==> src/design/rsl_params.svh <==
// register map, field positions and reset values of the receive status latch bank
`ifndef RSL_PARAMS_SVH
`define RSL_PARAMS_SVH

// ----------------------------------------------------------------------------
// register indices (byte address = index * 4)
// ----------------------------------------------------------------------------
`define RSL_IDX_FRAMER_CTRL 10'h120
`define RSL_IDX_NONZERO_STATUS 10'h126
`define RSL_IDX_LATCH_ALARMS 10'h128
`define RSL_IDX_LATCH_ERRORS 10'h12a
`define RSL_IDX_ENABLE_ALARMS 10'h12c
`define RSL_IDX_ENABLE_ERRORS 10'h12e
`define RSL_IDX_FORMAT_CTRL 10'h13c

`define RSL_ADDR_FRAMER_CTRL ({`RSL_IDX_FRAMER_CTRL, 2'b00})
`define RSL_ADDR_NONZERO_STATUS ({`RSL_IDX_NONZERO_STATUS, 2'b00})
`define RSL_ADDR_LATCH_ALARMS ({`RSL_IDX_LATCH_ALARMS, 2'b00})
`define RSL_ADDR_LATCH_ERRORS ({`RSL_IDX_LATCH_ERRORS, 2'b00})
`define RSL_ADDR_ENABLE_ALARMS ({`RSL_IDX_ENABLE_ALARMS, 2'b00})
`define RSL_ADDR_ENABLE_ERRORS ({`RSL_IDX_ENABLE_ERRORS, 2'b00})
`define RSL_ADDR_FORMAT_CTRL ({`RSL_IDX_FORMAT_CTRL, 2'b00})

// ----------------------------------------------------------------------------
// field positions
// ----------------------------------------------------------------------------
`define RSL_FES_LSB 8
`define RSL_FES_MSB 9
`define RSL_FMT_UNCHAN_BIT 0
`define RSL_FMT_PORT_IE_BIT 1

// alarm latch bits
`define RSL_AL_MISMATCH 11
`define RSL_AL_APP_ID 10
`define RSL_AL_QUIET 9
`define RSL_AL_UNFRAMED 8
`define RSL_AL_MFRAME 7
`define RSL_AL_SEVERE 6
`define RSL_AL_ALIGN 5
`define RSL_AL_FLOSS 4
`define RSL_AL_REMOTE 3
`define RSL_AL_ALARM_IND 2
`define RSL_AL_SYNC 1
`define RSL_AL_SIGNAL 0

// error latch bits
`define RSL_ER_CBIT_EV 11
`define RSL_ER_FARB_EV 10
`define RSL_ER_PBIT_EV 9
`define RSL_ER_FRAME_EV 8
`define RSL_ER_CBIT_NZ 3
`define RSL_ER_FARB_NZ 2
`define RSL_ER_PBIT_NZ 1
`define RSL_ER_FRAME_NZ 0

// ----------------------------------------------------------------------------
// implemented-bit masks and reset values
// ----------------------------------------------------------------------------
`define RSL_MASK_ALARMS 16'h0fff
`define RSL_MASK_ERRORS 16'h0f0f
`define RSL_MASK_NONZERO 16'h000f
`define RSL_RESET_REG16 16'h0000
`define RSL_RESET_FES 2'h0
`define RSL_RESET_FMT 2'h0

`endif

==> src/design/rsl_pkg.sv <==
// types shared by the receive status latch bank
package rsl_pkg;

	// framing error count selection
	typedef enum logic [1:0] {
		RSL_FES_SYNC_LOSS = 2'b00,
		RSL_FES_M_AND_F = 2'b01,
		RSL_FES_F_ONLY = 2'b10,
		RSL_FES_M_ONLY = 2'b11
	} rsl_frame_err_sel_t;

endpackage

==> src/design/rsl_latch_bank.sv <==
// bank of sticky write-one-to-clear event latches with change detection
`timescale 1ns/10ps
`default_nettype none

module rsl_latch_bank #(
	parameter int WIDTH = 16,
	parameter logic [WIDTH-1:0] ANY_MASK = '0,
	parameter logic [WIDTH-1:0] RISE_MASK = '0,
	parameter logic [WIDTH-1:0] PULSE_MASK = '0
) (
	// clock, reset, enable
	input wire logic i_ref_clk,
	input wire logic i_reset_n,
	input wire logic i_clk_en,
	// event sources
	input wire logic [WIDTH-1:0] i_level,
	input wire logic [WIDTH-1:0] i_pulse,
	input wire logic [WIDTH-1:0] i_hold_zero,
	// software clear, one cycle
	input wire logic [WIDTH-1:0] i_clear,
	// latched bits
	output logic [WIDTH-1:0] o_latched
);

	// ------------------------------------------------------------------------
	// priming
	// ------------------------------------------------------------------------
	// no change is seen until one real sample has been taken after reset
	logic primed_reg;

	always_ff @(posedge i_ref_clk or negedge i_reset_n) begin
		if (!i_reset_n) begin
			primed_reg <= 1'b0;
		end else if (i_clk_en) begin
			primed_reg <= 1'b1;
		end
	end

	// ------------------------------------------------------------------------
	// per-bit latch
	// ------------------------------------------------------------------------
	genvar gi;
	generate
		for (gi = 0; gi < WIDTH; gi++) begin : g_bit
			logic prev_reg; // last sampled level
			logic set_evt; // event seen this cycle

			assign set_evt = (ANY_MASK[gi] & primed_reg & (i_level[gi] ^ prev_reg)) |
				(RISE_MASK[gi] & primed_reg & i_level[gi] & ~prev_reg) |
				(PULSE_MASK[gi] & i_pulse[gi]);

			// previous level for edge detection
			always_ff @(posedge i_ref_clk or negedge i_reset_n) begin
				if (!i_reset_n) begin
					prev_reg <= 1'b0;
				end else if (i_clk_en) begin
					prev_reg <= i_level[gi];
				end
			end

			// forced zero first, then set beats clear
			always_ff @(posedge i_ref_clk or negedge i_reset_n) begin
				if (!i_reset_n) begin
					o_latched[gi] <= 1'b0;
				end else if (i_clk_en) begin
					if (i_hold_zero[gi]) begin
						o_latched[gi] <= 1'b0;
					end else if (set_evt) begin
						o_latched[gi] <= 1'b1;
					end else if (i_clear[gi]) begin
						o_latched[gi] <= 1'b0;
					end
				end
			end
		end
	endgenerate

endmodule

`default_nettype wire

==> src/design/rsl_status_latches.sv <==
// receive framer status, latched alarms and latched errors behind an apb slave
//
// Behaviour
// - c-bit count flag, zero in unchannelized format
// - far block count flag, zero in unchannelized format
// - p-bit count flag follows counter non-zero
// - frame error count flag follows counter
// - format mismatch latch on rising edge only
// - app id latch on any change
// - quiet and unframed-ones latches on any change
// - multiframe-lost and severe-error latches on change
// - frame-loss and remote-defect latches on change
// - alarm, sync-lost, signal-loss latches on change
// - alignment change latch on new alignment
// - c-bit event latch, zero in unchannelized format
// - far block event latch, zero in unchannelized
// - p-bit event latch per error
// - frame error event latch per selected event
// - c-bit nonzero rise latch, zero in unchannelized
// - selection picks sync loss, m+f, f, m
// - far block nonzero rise latch, zero unchannelized
// - p-bit and frame nonzero rise latches
//
// The APB interface to the registers was left to the implementer.
`timescale 1ns/10ps
`default_nettype none
`include "rsl_params.svh"

module rsl_status_latches #(
	parameter int ADDR_W = 12
) (
	// clock, reset, enable
	input wire logic i_ref_clk,
	input wire logic i_reset_n,
	input wire logic i_clk_en,
	// apb slave
	input wire logic i_psel,
	input wire logic i_penable,
	input wire logic i_pwrite,
	input wire logic [ADDR_W-1:0] i_paddr,
	input wire logic [31:0] i_pwdata,
	output logic [31:0] o_prdata,
	output logic o_pready,
	output logic o_pslverr,
	// counter non-zero indications from the counters
	input wire logic i_cbit_parity_count_nonzero,
	input wire logic i_far_block_count_nonzero,
	input wire logic i_pbit_parity_count_nonzero,
	input wire logic i_frame_err_count_nonzero,
	// live framer condition levels
	input wire logic i_format_mismatch_state,
	input wire logic i_app_id_channel_state,
	input wire logic i_quiet_pattern_state,
	input wire logic i_unframed_ones_state,
	input wire logic i_multiframe_lost_state,
	input wire logic i_severe_frame_err_state,
	input wire logic i_frame_loss_state,
	input wire logic i_remote_defect_state,
	input wire logic i_alarm_indication_state,
	input wire logic i_frame_sync_lost_state,
	input wire logic i_signal_loss_state,
	// one-cycle event pulses from the detectors
	input wire logic i_alignment_change,
	input wire logic i_cbit_parity_err,
	input wire logic i_far_block_err,
	input wire logic i_pbit_parity_err,
	input wire logic i_fbit_err,
	input wire logic i_mbit_err,
	input wire logic i_frame_sync_lost_onset,
	// port enable from the global interrupt block
	input wire logic i_port_int_en,
	// outputs to counters and interrupt aggregation
	output logic [1:0] o_frame_err_count_select,
	output logic o_frame_err_event,
	output logic o_unchannelized_mux_format,
	output logic o_int
);

	// ------------------------------------------------------------------------
	// declarations
	// ------------------------------------------------------------------------
	rsl_pkg::rsl_frame_err_sel_t fes_reg; // framing error count selection
	logic unchan_reg; // unchannelized mux format selected
	logic port_ie_reg; // local copy of a per-port enable qualifier
	logic [15:0] en_alarms_reg; // enables for latched alarms
	logic [15:0] en_errors_reg; // enables for latched errors
	logic [15:0] lat_alarms; // latched alarm bits
	logic [15:0] lat_errors; // latched error bits
	logic [15:0] nonzero_status; // live counter non-zero status
	logic frame_err_sel; // selected framing error event
	logic frame_err_event_reg; // registered selected event
	logic [31:0] prdata_reg; // read data, loaded in setup
	logic pslverr_reg; // unmapped address flag
	logic int_reg; // registered interrupt
	logic wr_acc; // write taking effect this edge
	logic setup; // apb setup cycle
	logic hit; // address is mapped
	logic [15:0] clr_alarms; // write-one-to-clear, alarms
	logic [15:0] clr_errors; // write-one-to-clear, errors
	logic [15:0] alarm_level; // alarm latch level sources
	logic [15:0] alarm_pulse; // alarm latch pulse sources
	logic [15:0] err_level; // error latch level sources
	logic [15:0] err_pulse; // error latch pulse sources
	logic [15:0] err_hold; // error bits held at zero
	logic [15:0] rd_mux; // read data selection

	// ------------------------------------------------------------------------
	// apb decode
	// ------------------------------------------------------------------------
	// zero wait states whenever the block is clocked; frozen otherwise
	assign o_pready = i_clk_en;
	assign setup = i_psel & ~i_penable;
	assign wr_acc = i_psel & i_penable & i_pwrite & i_clk_en;

	// address decode and read selection
	always_comb begin
		hit = 1'b1;
		rd_mux = `RSL_RESET_REG16;
		case (i_paddr)
			`RSL_ADDR_FRAMER_CTRL: begin
				rd_mux[`RSL_FES_MSB:`RSL_FES_LSB] = fes_reg;
			end
			`RSL_ADDR_NONZERO_STATUS: begin
				rd_mux = nonzero_status;
			end
			`RSL_ADDR_LATCH_ALARMS: begin
				rd_mux = lat_alarms;
			end
			`RSL_ADDR_LATCH_ERRORS: begin
				rd_mux = lat_errors;
			end
			`RSL_ADDR_ENABLE_ALARMS: begin
				rd_mux = en_alarms_reg;
			end
			`RSL_ADDR_ENABLE_ERRORS: begin
				rd_mux = en_errors_reg;
			end
			`RSL_ADDR_FORMAT_CTRL: begin
				rd_mux[`RSL_FMT_UNCHAN_BIT] = unchan_reg;
				rd_mux[`RSL_FMT_PORT_IE_BIT] = port_ie_reg;
			end
			default: begin
				hit = 1'b0; // unmapped: error answer, reads zero
			end
		endcase
	end

	// read data and error captured in setup, held through access
	always_ff @(posedge i_ref_clk or negedge i_reset_n) begin
		if (!i_reset_n) begin
			prdata_reg <= 32'h0000_0000;
			pslverr_reg <= 1'b0;
		end else if (i_clk_en && setup) begin
			prdata_reg <= {16'h0000, rd_mux};
			pslverr_reg <= ~hit;
		end
	end

	assign o_prdata = prdata_reg;
	assign o_pslverr = pslverr_reg & i_psel & i_penable;

	// ------------------------------------------------------------------------
	// control registers
	// ------------------------------------------------------------------------
	// framing error selection field
	always_ff @(posedge i_ref_clk or negedge i_reset_n) begin
		if (!i_reset_n) begin
			fes_reg <= rsl_pkg::rsl_frame_err_sel_t'(`RSL_RESET_FES);
		end else if (wr_acc && i_paddr == `RSL_ADDR_FRAMER_CTRL) begin
			fes_reg <= rsl_pkg::rsl_frame_err_sel_t'(i_pwdata[`RSL_FES_MSB:`RSL_FES_LSB]);
		end
	end

	// format select and port enable qualifier
	always_ff @(posedge i_ref_clk or negedge i_reset_n) begin
		if (!i_reset_n) begin
			{port_ie_reg, unchan_reg} <= `RSL_RESET_FMT;
		end else if (wr_acc && i_paddr == `RSL_ADDR_FORMAT_CTRL) begin
			unchan_reg <= i_pwdata[`RSL_FMT_UNCHAN_BIT];
			port_ie_reg <= i_pwdata[`RSL_FMT_PORT_IE_BIT];
		end
	end

	// per-bit interrupt enables, reserved bits stay zero
	always_ff @(posedge i_ref_clk or negedge i_reset_n) begin
		if (!i_reset_n) begin
			en_alarms_reg <= `RSL_RESET_REG16;
			en_errors_reg <= `RSL_RESET_REG16;
		end else if (wr_acc) begin
			if (i_paddr == `RSL_ADDR_ENABLE_ALARMS) begin
				en_alarms_reg <= i_pwdata[15:0] & `RSL_MASK_ALARMS;
			end
			if (i_paddr == `RSL_ADDR_ENABLE_ERRORS) begin
				en_errors_reg <= i_pwdata[15:0] & `RSL_MASK_ERRORS;
			end
		end
	end

	assign o_frame_err_count_select = fes_reg;
	assign o_unchannelized_mux_format = unchan_reg;

	// ------------------------------------------------------------------------
	// framing error event selection
	// ------------------------------------------------------------------------
	always_comb begin
		case (fes_reg)
			rsl_pkg::RSL_FES_SYNC_LOSS: frame_err_sel = i_frame_sync_lost_onset;
			rsl_pkg::RSL_FES_M_AND_F: frame_err_sel = i_mbit_err | i_fbit_err;
			rsl_pkg::RSL_FES_F_ONLY: frame_err_sel = i_fbit_err;
			rsl_pkg::RSL_FES_M_ONLY: frame_err_sel = i_mbit_err;
			default: frame_err_sel = 1'b0;
		endcase
	end

	// registered event feeds both the counter and the latch
	always_ff @(posedge i_ref_clk or negedge i_reset_n) begin
		if (!i_reset_n) begin
			frame_err_event_reg <= 1'b0;
		end else if (i_clk_en) begin
			frame_err_event_reg <= frame_err_sel;
		end
	end

	assign o_frame_err_event = frame_err_event_reg;

	// ------------------------------------------------------------------------
	// live counter non-zero status
	// ------------------------------------------------------------------------
	always_comb begin
		nonzero_status = `RSL_RESET_REG16;
		nonzero_status[`RSL_ER_CBIT_NZ] = i_cbit_parity_count_nonzero & ~unchan_reg;
		nonzero_status[`RSL_ER_FARB_NZ] = i_far_block_count_nonzero & ~unchan_reg;
		nonzero_status[`RSL_ER_PBIT_NZ] = i_pbit_parity_count_nonzero;
		nonzero_status[`RSL_ER_FRAME_NZ] = i_frame_err_count_nonzero;
	end

	// ------------------------------------------------------------------------
	// write-one-to-clear strobes
	// ------------------------------------------------------------------------
	assign clr_alarms = (wr_acc && i_paddr == `RSL_ADDR_LATCH_ALARMS) ? i_pwdata[15:0] : 16'h0000;
	assign clr_errors = (wr_acc && i_paddr == `RSL_ADDR_LATCH_ERRORS) ? i_pwdata[15:0] : 16'h0000;

	// ------------------------------------------------------------------------
	// alarm latch sources
	// ------------------------------------------------------------------------
	always_comb begin
		alarm_level = `RSL_RESET_REG16;
		alarm_pulse = `RSL_RESET_REG16;
		alarm_level[`RSL_AL_MISMATCH] = i_format_mismatch_state;
		alarm_level[`RSL_AL_APP_ID] = i_app_id_channel_state;
		alarm_level[`RSL_AL_QUIET] = i_quiet_pattern_state;
		alarm_level[`RSL_AL_UNFRAMED] = i_unframed_ones_state;
		alarm_level[`RSL_AL_MFRAME] = i_multiframe_lost_state;
		alarm_level[`RSL_AL_SEVERE] = i_severe_frame_err_state;
		alarm_pulse[`RSL_AL_ALIGN] = i_alignment_change;
		alarm_level[`RSL_AL_FLOSS] = i_frame_loss_state;
		alarm_level[`RSL_AL_REMOTE] = i_remote_defect_state;
		alarm_level[`RSL_AL_ALARM_IND] = i_alarm_indication_state;
		alarm_level[`RSL_AL_SYNC] = i_frame_sync_lost_state;
		alarm_level[`RSL_AL_SIGNAL] = i_signal_loss_state;
	end

	// mismatch latches on rising edge, alignment on pulse, the rest any change
	rsl_latch_bank #(
		.WIDTH(16),
		.ANY_MASK(16'h07df),
		.RISE_MASK(16'h0800),
		.PULSE_MASK(16'h0020)
	) u_alarm_bank (
		.i_ref_clk(i_ref_clk),
		.i_reset_n(i_reset_n),
		.i_clk_en(i_clk_en),
		.i_level(alarm_level),
		.i_pulse(alarm_pulse),
		.i_hold_zero(16'h0000),
		.i_clear(clr_alarms),
		.o_latched(lat_alarms)
	);

	// ------------------------------------------------------------------------
	// error latch sources
	// ------------------------------------------------------------------------
	always_comb begin
		err_level = `RSL_RESET_REG16;
		err_pulse = `RSL_RESET_REG16;
		err_hold = `RSL_RESET_REG16;
		err_pulse[`RSL_ER_CBIT_EV] = i_cbit_parity_err;
		err_pulse[`RSL_ER_FARB_EV] = i_far_block_err;
		err_pulse[`RSL_ER_PBIT_EV] = i_pbit_parity_err;
		err_pulse[`RSL_ER_FRAME_EV] = frame_err_event_reg;
		err_level[3:0] = nonzero_status[3:0];
		// c-bit and far block bits held clear in unchannelized format
		err_hold[`RSL_ER_CBIT_EV] = unchan_reg;
		err_hold[`RSL_ER_FARB_EV] = unchan_reg;
		err_hold[`RSL_ER_CBIT_NZ] = unchan_reg;
		err_hold[`RSL_ER_FARB_NZ] = unchan_reg;
	end

	// event bits on pulses, non-zero bits on rising edges
	rsl_latch_bank #(
		.WIDTH(16),
		.ANY_MASK(16'h0000),
		.RISE_MASK(16'h000f),
		.PULSE_MASK(16'h0f00)
	) u_error_bank (
		.i_ref_clk(i_ref_clk),
		.i_reset_n(i_reset_n),
		.i_clk_en(i_clk_en),
		.i_level(err_level),
		.i_pulse(err_pulse),
		.i_hold_zero(err_hold),
		.i_clear(clr_errors),
		.o_latched(lat_errors)
	);

	// ------------------------------------------------------------------------
	// interrupt
	// ------------------------------------------------------------------------
	// needs a set latch, its own enable and both port enables
	always_ff @(posedge i_ref_clk or negedge i_reset_n) begin
		if (!i_reset_n) begin
			int_reg <= 1'b0;
		end else if (i_clk_en) begin
			int_reg <= (|(lat_alarms & en_alarms_reg) | |(lat_errors & en_errors_reg)) &
				i_port_int_en & port_ie_reg;
		end
	end

	assign o_int = int_reg;

endmodule

`default_nettype wire

==> config.mk <==
export PLATFORM = sky130hd
export DESIGN_NAME = rsl_status_latches
export DESIGN_NICKNAME = d
export VERILOG_FILES = /design/src/design/rsl_pkg.sv /design/src/design/rsl_latch_bank.sv /design/src/design/rsl_status_latches.sv
export VERILOG_INCLUDE_DIRS = /design/src /design/src/design
export SDC_FILE = /design/constraint.sdc
export NUM_CORES = 1
export LEC_CHECK = 0
export ABC_CLOCK_PERIOD_IN_PS = 2600
export BUFFER_PORTS_ARGS = -buffer_cell sky130_fd_sc_hd__buf_2
export CORE_MARGIN = 3
export CORE_UTILIZATION = 55
export DETAILED_ROUTE_END_ITERATION = 8
export HOLD_SLACK_MARGIN = 0.1
export PLACE_DENSITY = 0.95
export SLEW_MARGIN = 15
export SYNTH_ARGS = -nofsm -noshare
export SYNTH_HDL_FRONTEND = slang
export SYNTH_SLANG_ARGS = --single-unit
==> constraint.sdc <==
create_clock -name i_ref_clk -period 2.6 [get_ports i_ref_clk]
set_clock_uncertainty 0.05 [all_clocks]
set_input_delay 0.26 -clock i_ref_clk [delete_from_list [all_inputs] [get_ports i_ref_clk]]
set_output_delay 0.26 -clock i_ref_clk [all_outputs]
set_load 0.02 [all_outputs]
; Word-level counts from Yosys, hierarchy flattened
; Index checks and enable logic that the tools add are counted.
[totals]
register_bits = 79
out_inout_bits = 39
elab_cells = 210
[classes]
n_eq_ne = 10
mux = 52
bitwise = 52
reduce_logical = 51
[op_table]
columns = operator, n
row1 = "12-bit by 11-bit equality test with 1-bit output, second input constant", 7
row2 = 1-bit 2-to-1 mux, 45
row3 = 2-bit AND reduction, 22
row4 = 2-bit nonzero test, 16
row5 = 16-bit OR reduction, 2
row6 = 1-bit AND, 30
row7 = 6-bit one-hot mux with 5 select lines, 1
row8 = 12-bit AND, 2
row9 = 12-bit 2-to-1 mux, 2
row10 = 2-bit one-hot mux with 6 select lines, 1
row11 = 3-bit nonzero test, 4
row12 = 2-bit one-hot mux with 5 select lines, 1
row13 = 1-bit XOR, 10
row14 = 1-bit inverter, 8
row15 = 2-bit one-hot mux with 4 select lines, 1
row16 = 7-bit OR reduction, 1
row17 = 1-bit logical AND, 5
row18 = "2-bit equality test, second input constant", 2
row19 = 1-bit one-hot mux with 4 select lines, 1
row20 = "2-bit by 1-bit equality test with 1-bit output, second input constant", 1
row21 = 2-bit logical NOT, 1
row22 = 1-bit OR, 2

; Depth between registers and ports, before layout
[depth]
depth_word = 8
ltp_mapped = 7
ltp_nobuf = 5

; By module
; Synthesis repeated with hierarchy kept, for this count alone.
[unflattened]
hier_cells = 414
area_unflattened_um2 = 4488.1
[by_module_without_submodules]
columns = module, n_inst, cells_per_inst, area_each_um2, seq_area_each_um2
row1 = rsl_status_latches, 1, 257, 2737.6, 1076.0
row2 = rsl_latch_bank (u_alarm_bank), 1, 103, 1121.1, 600.6
row3 = rsl_latch_bank (u_error_bank), 1, 54, 629.4, 325.3

; Worst setup path before layout
; No wires, ideal clock.
[synth_timing]
path_type = input to register
from = in i_paddr[3]
to = reg en_alarms_reg[0]
setup_time_ns = 0.125
arrival_time_ns = 1.728
required_time_ns = 2.425
setup_slack_ns = 0.697
path_stages = 5
path_cell_list = buf_2 -> or4_4 -> nor4_4 -> buf_6 -> mux2_2
[synth_between]
elab_chain_cells = 2
[synth_rtl]
columns = element, line
row1 = from (decl), rsl_status_latches.sv:40  ; input wire logic [ADDR_W-1:0] i_paddr,
row2 = 12-bit by 11-bit equality test with 1-bit output, n/a
row3 = 2-bit AND reduction (no source line), n/a
row4 = to (signal assigned), rsl_status_latches.sv:187  ; en_alarms_reg <= `RSL_RESET_REG16;
row5 = to (signal assigned), rsl_status_latches.sv:191  ; en_alarms_reg <= i_pwdata[15:0] & `RSL_MASK_ALARMS;
row6 = to (decl), rsl_status_latches.sv:85  ; logic [15:0] en_alarms_reg;
; Every way passes these cells.
; A chain may end at the register's enable or synchronous reset.

; Worst setup path in the final report
[layout_timing]
from = in i_paddr[3]
to = reg en_errors_reg[8]
[layout_between]
elab_chain_cells = 2
[layout_rtl]
columns = element, line
row1 = 12-bit by 11-bit equality test with 1-bit output, n/a
row2 = 2-bit AND reduction (no source line), n/a
row3 = to (signal assigned), rsl_status_latches.sv:188  ; en_errors_reg <= `RSL_RESET_REG16;
row4 = to (signal assigned), rsl_status_latches.sv:194  ; en_errors_reg <= i_pwdata[15:0] & `RSL_MASK_ERRORS;
row5 = to (decl), rsl_status_latches.sv:86  ; logic [15:0] en_errors_reg;
; Every way passes these cells.

==> reports/qor.csv <==
metric,value,unit
critical_path_required,2790,ps
hold_depth,2,
synth.distinct_cells,52,
die_h,90.2,µm
vias_per_cell,6.01,
setup.worst_path.class,in2reg,
htree_levels,3,
ys_warn_count,0,
whs,111,ps
slew_viol_final,0,
cap_violations,0,
clk_pin_slew,80,ps
synthSimpleGateAreaFrac,14.5,%
hpwl,6890,µm
setup_tns,0,ps
insertedDiodeCount,0,
rsz0062_at_grt,no,
synth-compound-area-share,15.0,%
finalWirelength,9740,µm
fmaxAchievable,555,MHz
synth_edf_count,0,
layout_min_cycle_time,1800,ps
p_leak,2.00,nW
remaining_drc_errors,0,
cts_tree,built,
synth-adder-area-share,0,%
rows,30,
timing.final.hold_violations,0,
cts_setup_buffers,0,
ys_seq_area_share,48.2,%
setup_viol,0,
crit_arrival,1990,ps
worstMarginPinSlew,803,ps
clkSinkCount,75,
drive_above_1_share,35.2,%
synthToLayoutAreaGrowth,16.5,%
postRouteAntennaNets,0,
nets,494,
critPathMaxFanout,11,
via_count,3135,
synth_mux_area_share,13.5,%
die_x,90.2,µm
multiInputGateArea,1830,µm²
status,finished clean,
gr-usage-all-layers,23.8,%
io_pins,112,
ir_drop,0.360,mV
grt_pass1_wl,15400,µm
dpl_cell_area,4260,µm²
power.density,556,nW/µm²
period_share,69.3,%
core-area,6830,µm²
synth_flop_cell,dfrtp_1,
ctsRootBufferMaster,clkbuf_8,
ctsHoldBuffers,4,
fill_cells,500,
reg2regPathDepth,5,
syn_area,3900,µm²
clk-insertion-delay-late,350,ps
place.gp.congestion,0.992,
cts_buffers,9,
synth_top_family_by_area,compound AO/OA/AOI/OAI gates,
synthXorXnorAreaFrac,2.25,%
end_kind,flip-flop,
maxSlewHeadroom,46.4,%
cts_resized,0,
firstDrtPassIters,6,
grt_max_degree,41,
dieArea,8130,µm²
antenna_found_initial,0,
grt_pass1_vias,3041,
ys_ff_latch,75,
hp-class,in2reg,
design_area,4540,µm²
portBuffers,71,
syn_inst,345,
grt.overflow.total,0,
detail_route.wl_per_cell,18.7,µm
async_flop_share,100,%
initial_utilization,57.0,%
cts_buffer_depth,2,
crit_path_start_kind,input pin,
synth_area_per_cell,11.3,µm²
reg2reg_slack,940,ps
drt_iter0_markers,409,
ff_latch_area,1880,µm²
worst max-delay path: stages:
cell    delay, ps
buf_2         210
or4b_4        570
nor4_4        530
mux2_2        410
power by group:
part           internal, mW  total, mW  switching [mW]
clock                 0.524      0.946           0.421
combinational         0.129      0.335           0.206
sequential             1.22       1.24          0.0292
cell type report:
class,count,share of cell area [%]
clock buffer,13,3.72
inverter,5,0.414
tap,96,2.65
multi-input combinational,247,40.4
clock inverter,3,0.965
timing repair buffer,83,10.5
sequential,75,41.4
metrics by stage:
| step | power (mW) | std cells | worst slack, ps | util, % |
|---|---|---|---|---|
| 2_1_floorplan | 1.48 | 364 | 697 | - |
| 3_3_place_gp | 1.58 | 499 | 473 | 62.3 |
| 3_5_place_dp | 1.59 | 499 | 441 | 62.3 |
| 4_1_cts | 2.53 | 519 | 824 | 66.0 |
| 5_1_grt | 2.62 | 522 | 740 | 66.4 |
| 6_report | 2.53 | 522 | 797 | 66.4 |
cells in the final DEF, fill, tap and decap left out, drive strengths merged, types with 8 or more instances in the layout:
cell type	netlist	layout
a21oi	10	10
buf	27	76
a22oi	8	8
a32oi	8	8
clkbuf	10	13
nor2	19	19
dfrtp	75	75
conb	1	20
xnor2	10	10
mux2	44	44
o2bb2ai	12	12
nand2	30	30
synth_stat cells, types with 4 or more instances:
cell	count	area share [%]
clkbuf_1	10	0.96
a21oi_1	9	1.2
xnor2_1	10	2.2
a22o_1	6	1.3
mux2_2	44	13
nand3_1	4	0.51
nand2b_1	4	0.64
nor2_1	18	1.7
nor2b_1	7	1.1
dfrtp_1	75	48
a221oi_1	5	1.1
buf_4	21	4.0
a32oi_1	8	1.8
a31oi_1	6	0.96
nor3b_1	6	1.2
o21ai_0	7	0.90
nand2_1	29	2.8
inv_1	5	0.48
buf_2	4	0.51
a22oi_1	8	1.5
o2bb2ai_1	12	2.7
logic make-up after synthesis:
kind of cell           after synthesis
AND/OR/NAND/NOR                     94
flip-flops                          75
buffers and inverters               42
XOR/XNOR                            10
multiplexers                        47
other                                1
AO/OA/AOI/OAI                       76
path summary, 6_finish.rpt:
| check | from | endpoint |
|---|---|---|
| worst max register to register | o_unchannelized_mux_format$_DFFE_PN0P_ | o_prdata[3]$_DFFE_PN0P_ |
| worst max-delay path | i_paddr[3] | en_errors_reg[8]$_DFFE_PN0P_ |
| worst min-delay path | i_frame_sync_lost_state | u_alarm_bank.g_bit[1].prev_reg$_DFFE_PN0P_ |
| worst min register to register | u_error_bank.g_bit[3].prev_reg$_DFFE_PN0P_ | u_error_bank.o_latched[3]$_DFFE_PN0P_ |
| max in group asynchronous | i_reset_n | u_alarm_bank.g_bit[9].prev_reg$_DFFE_PN0P_ |
| min in group asynchronous | i_reset_n | u_alarm_bank.g_bit[6].prev_reg$_DFFE_PN0P_ |
routing by layer:
| layer | vias up | global-route usage (%) | routed length, µm | part of all wire, % |
|---|---|---|---|---|
| li1 | 1386 | - | - | - |
| met1 | 1528 | 31.8 | 4050 | 42 |
| met2 | 196 | 37.5 | 4530 | 46 |
| met3 | 25 | 7.36 | 948 | 9.7 |
| met4 | 0 | 7.27 | 221 | 2.3 |
| met5 | - | 0 | 0 | 0 |
No activity file was read; power rests on OpenSTA's default activity.
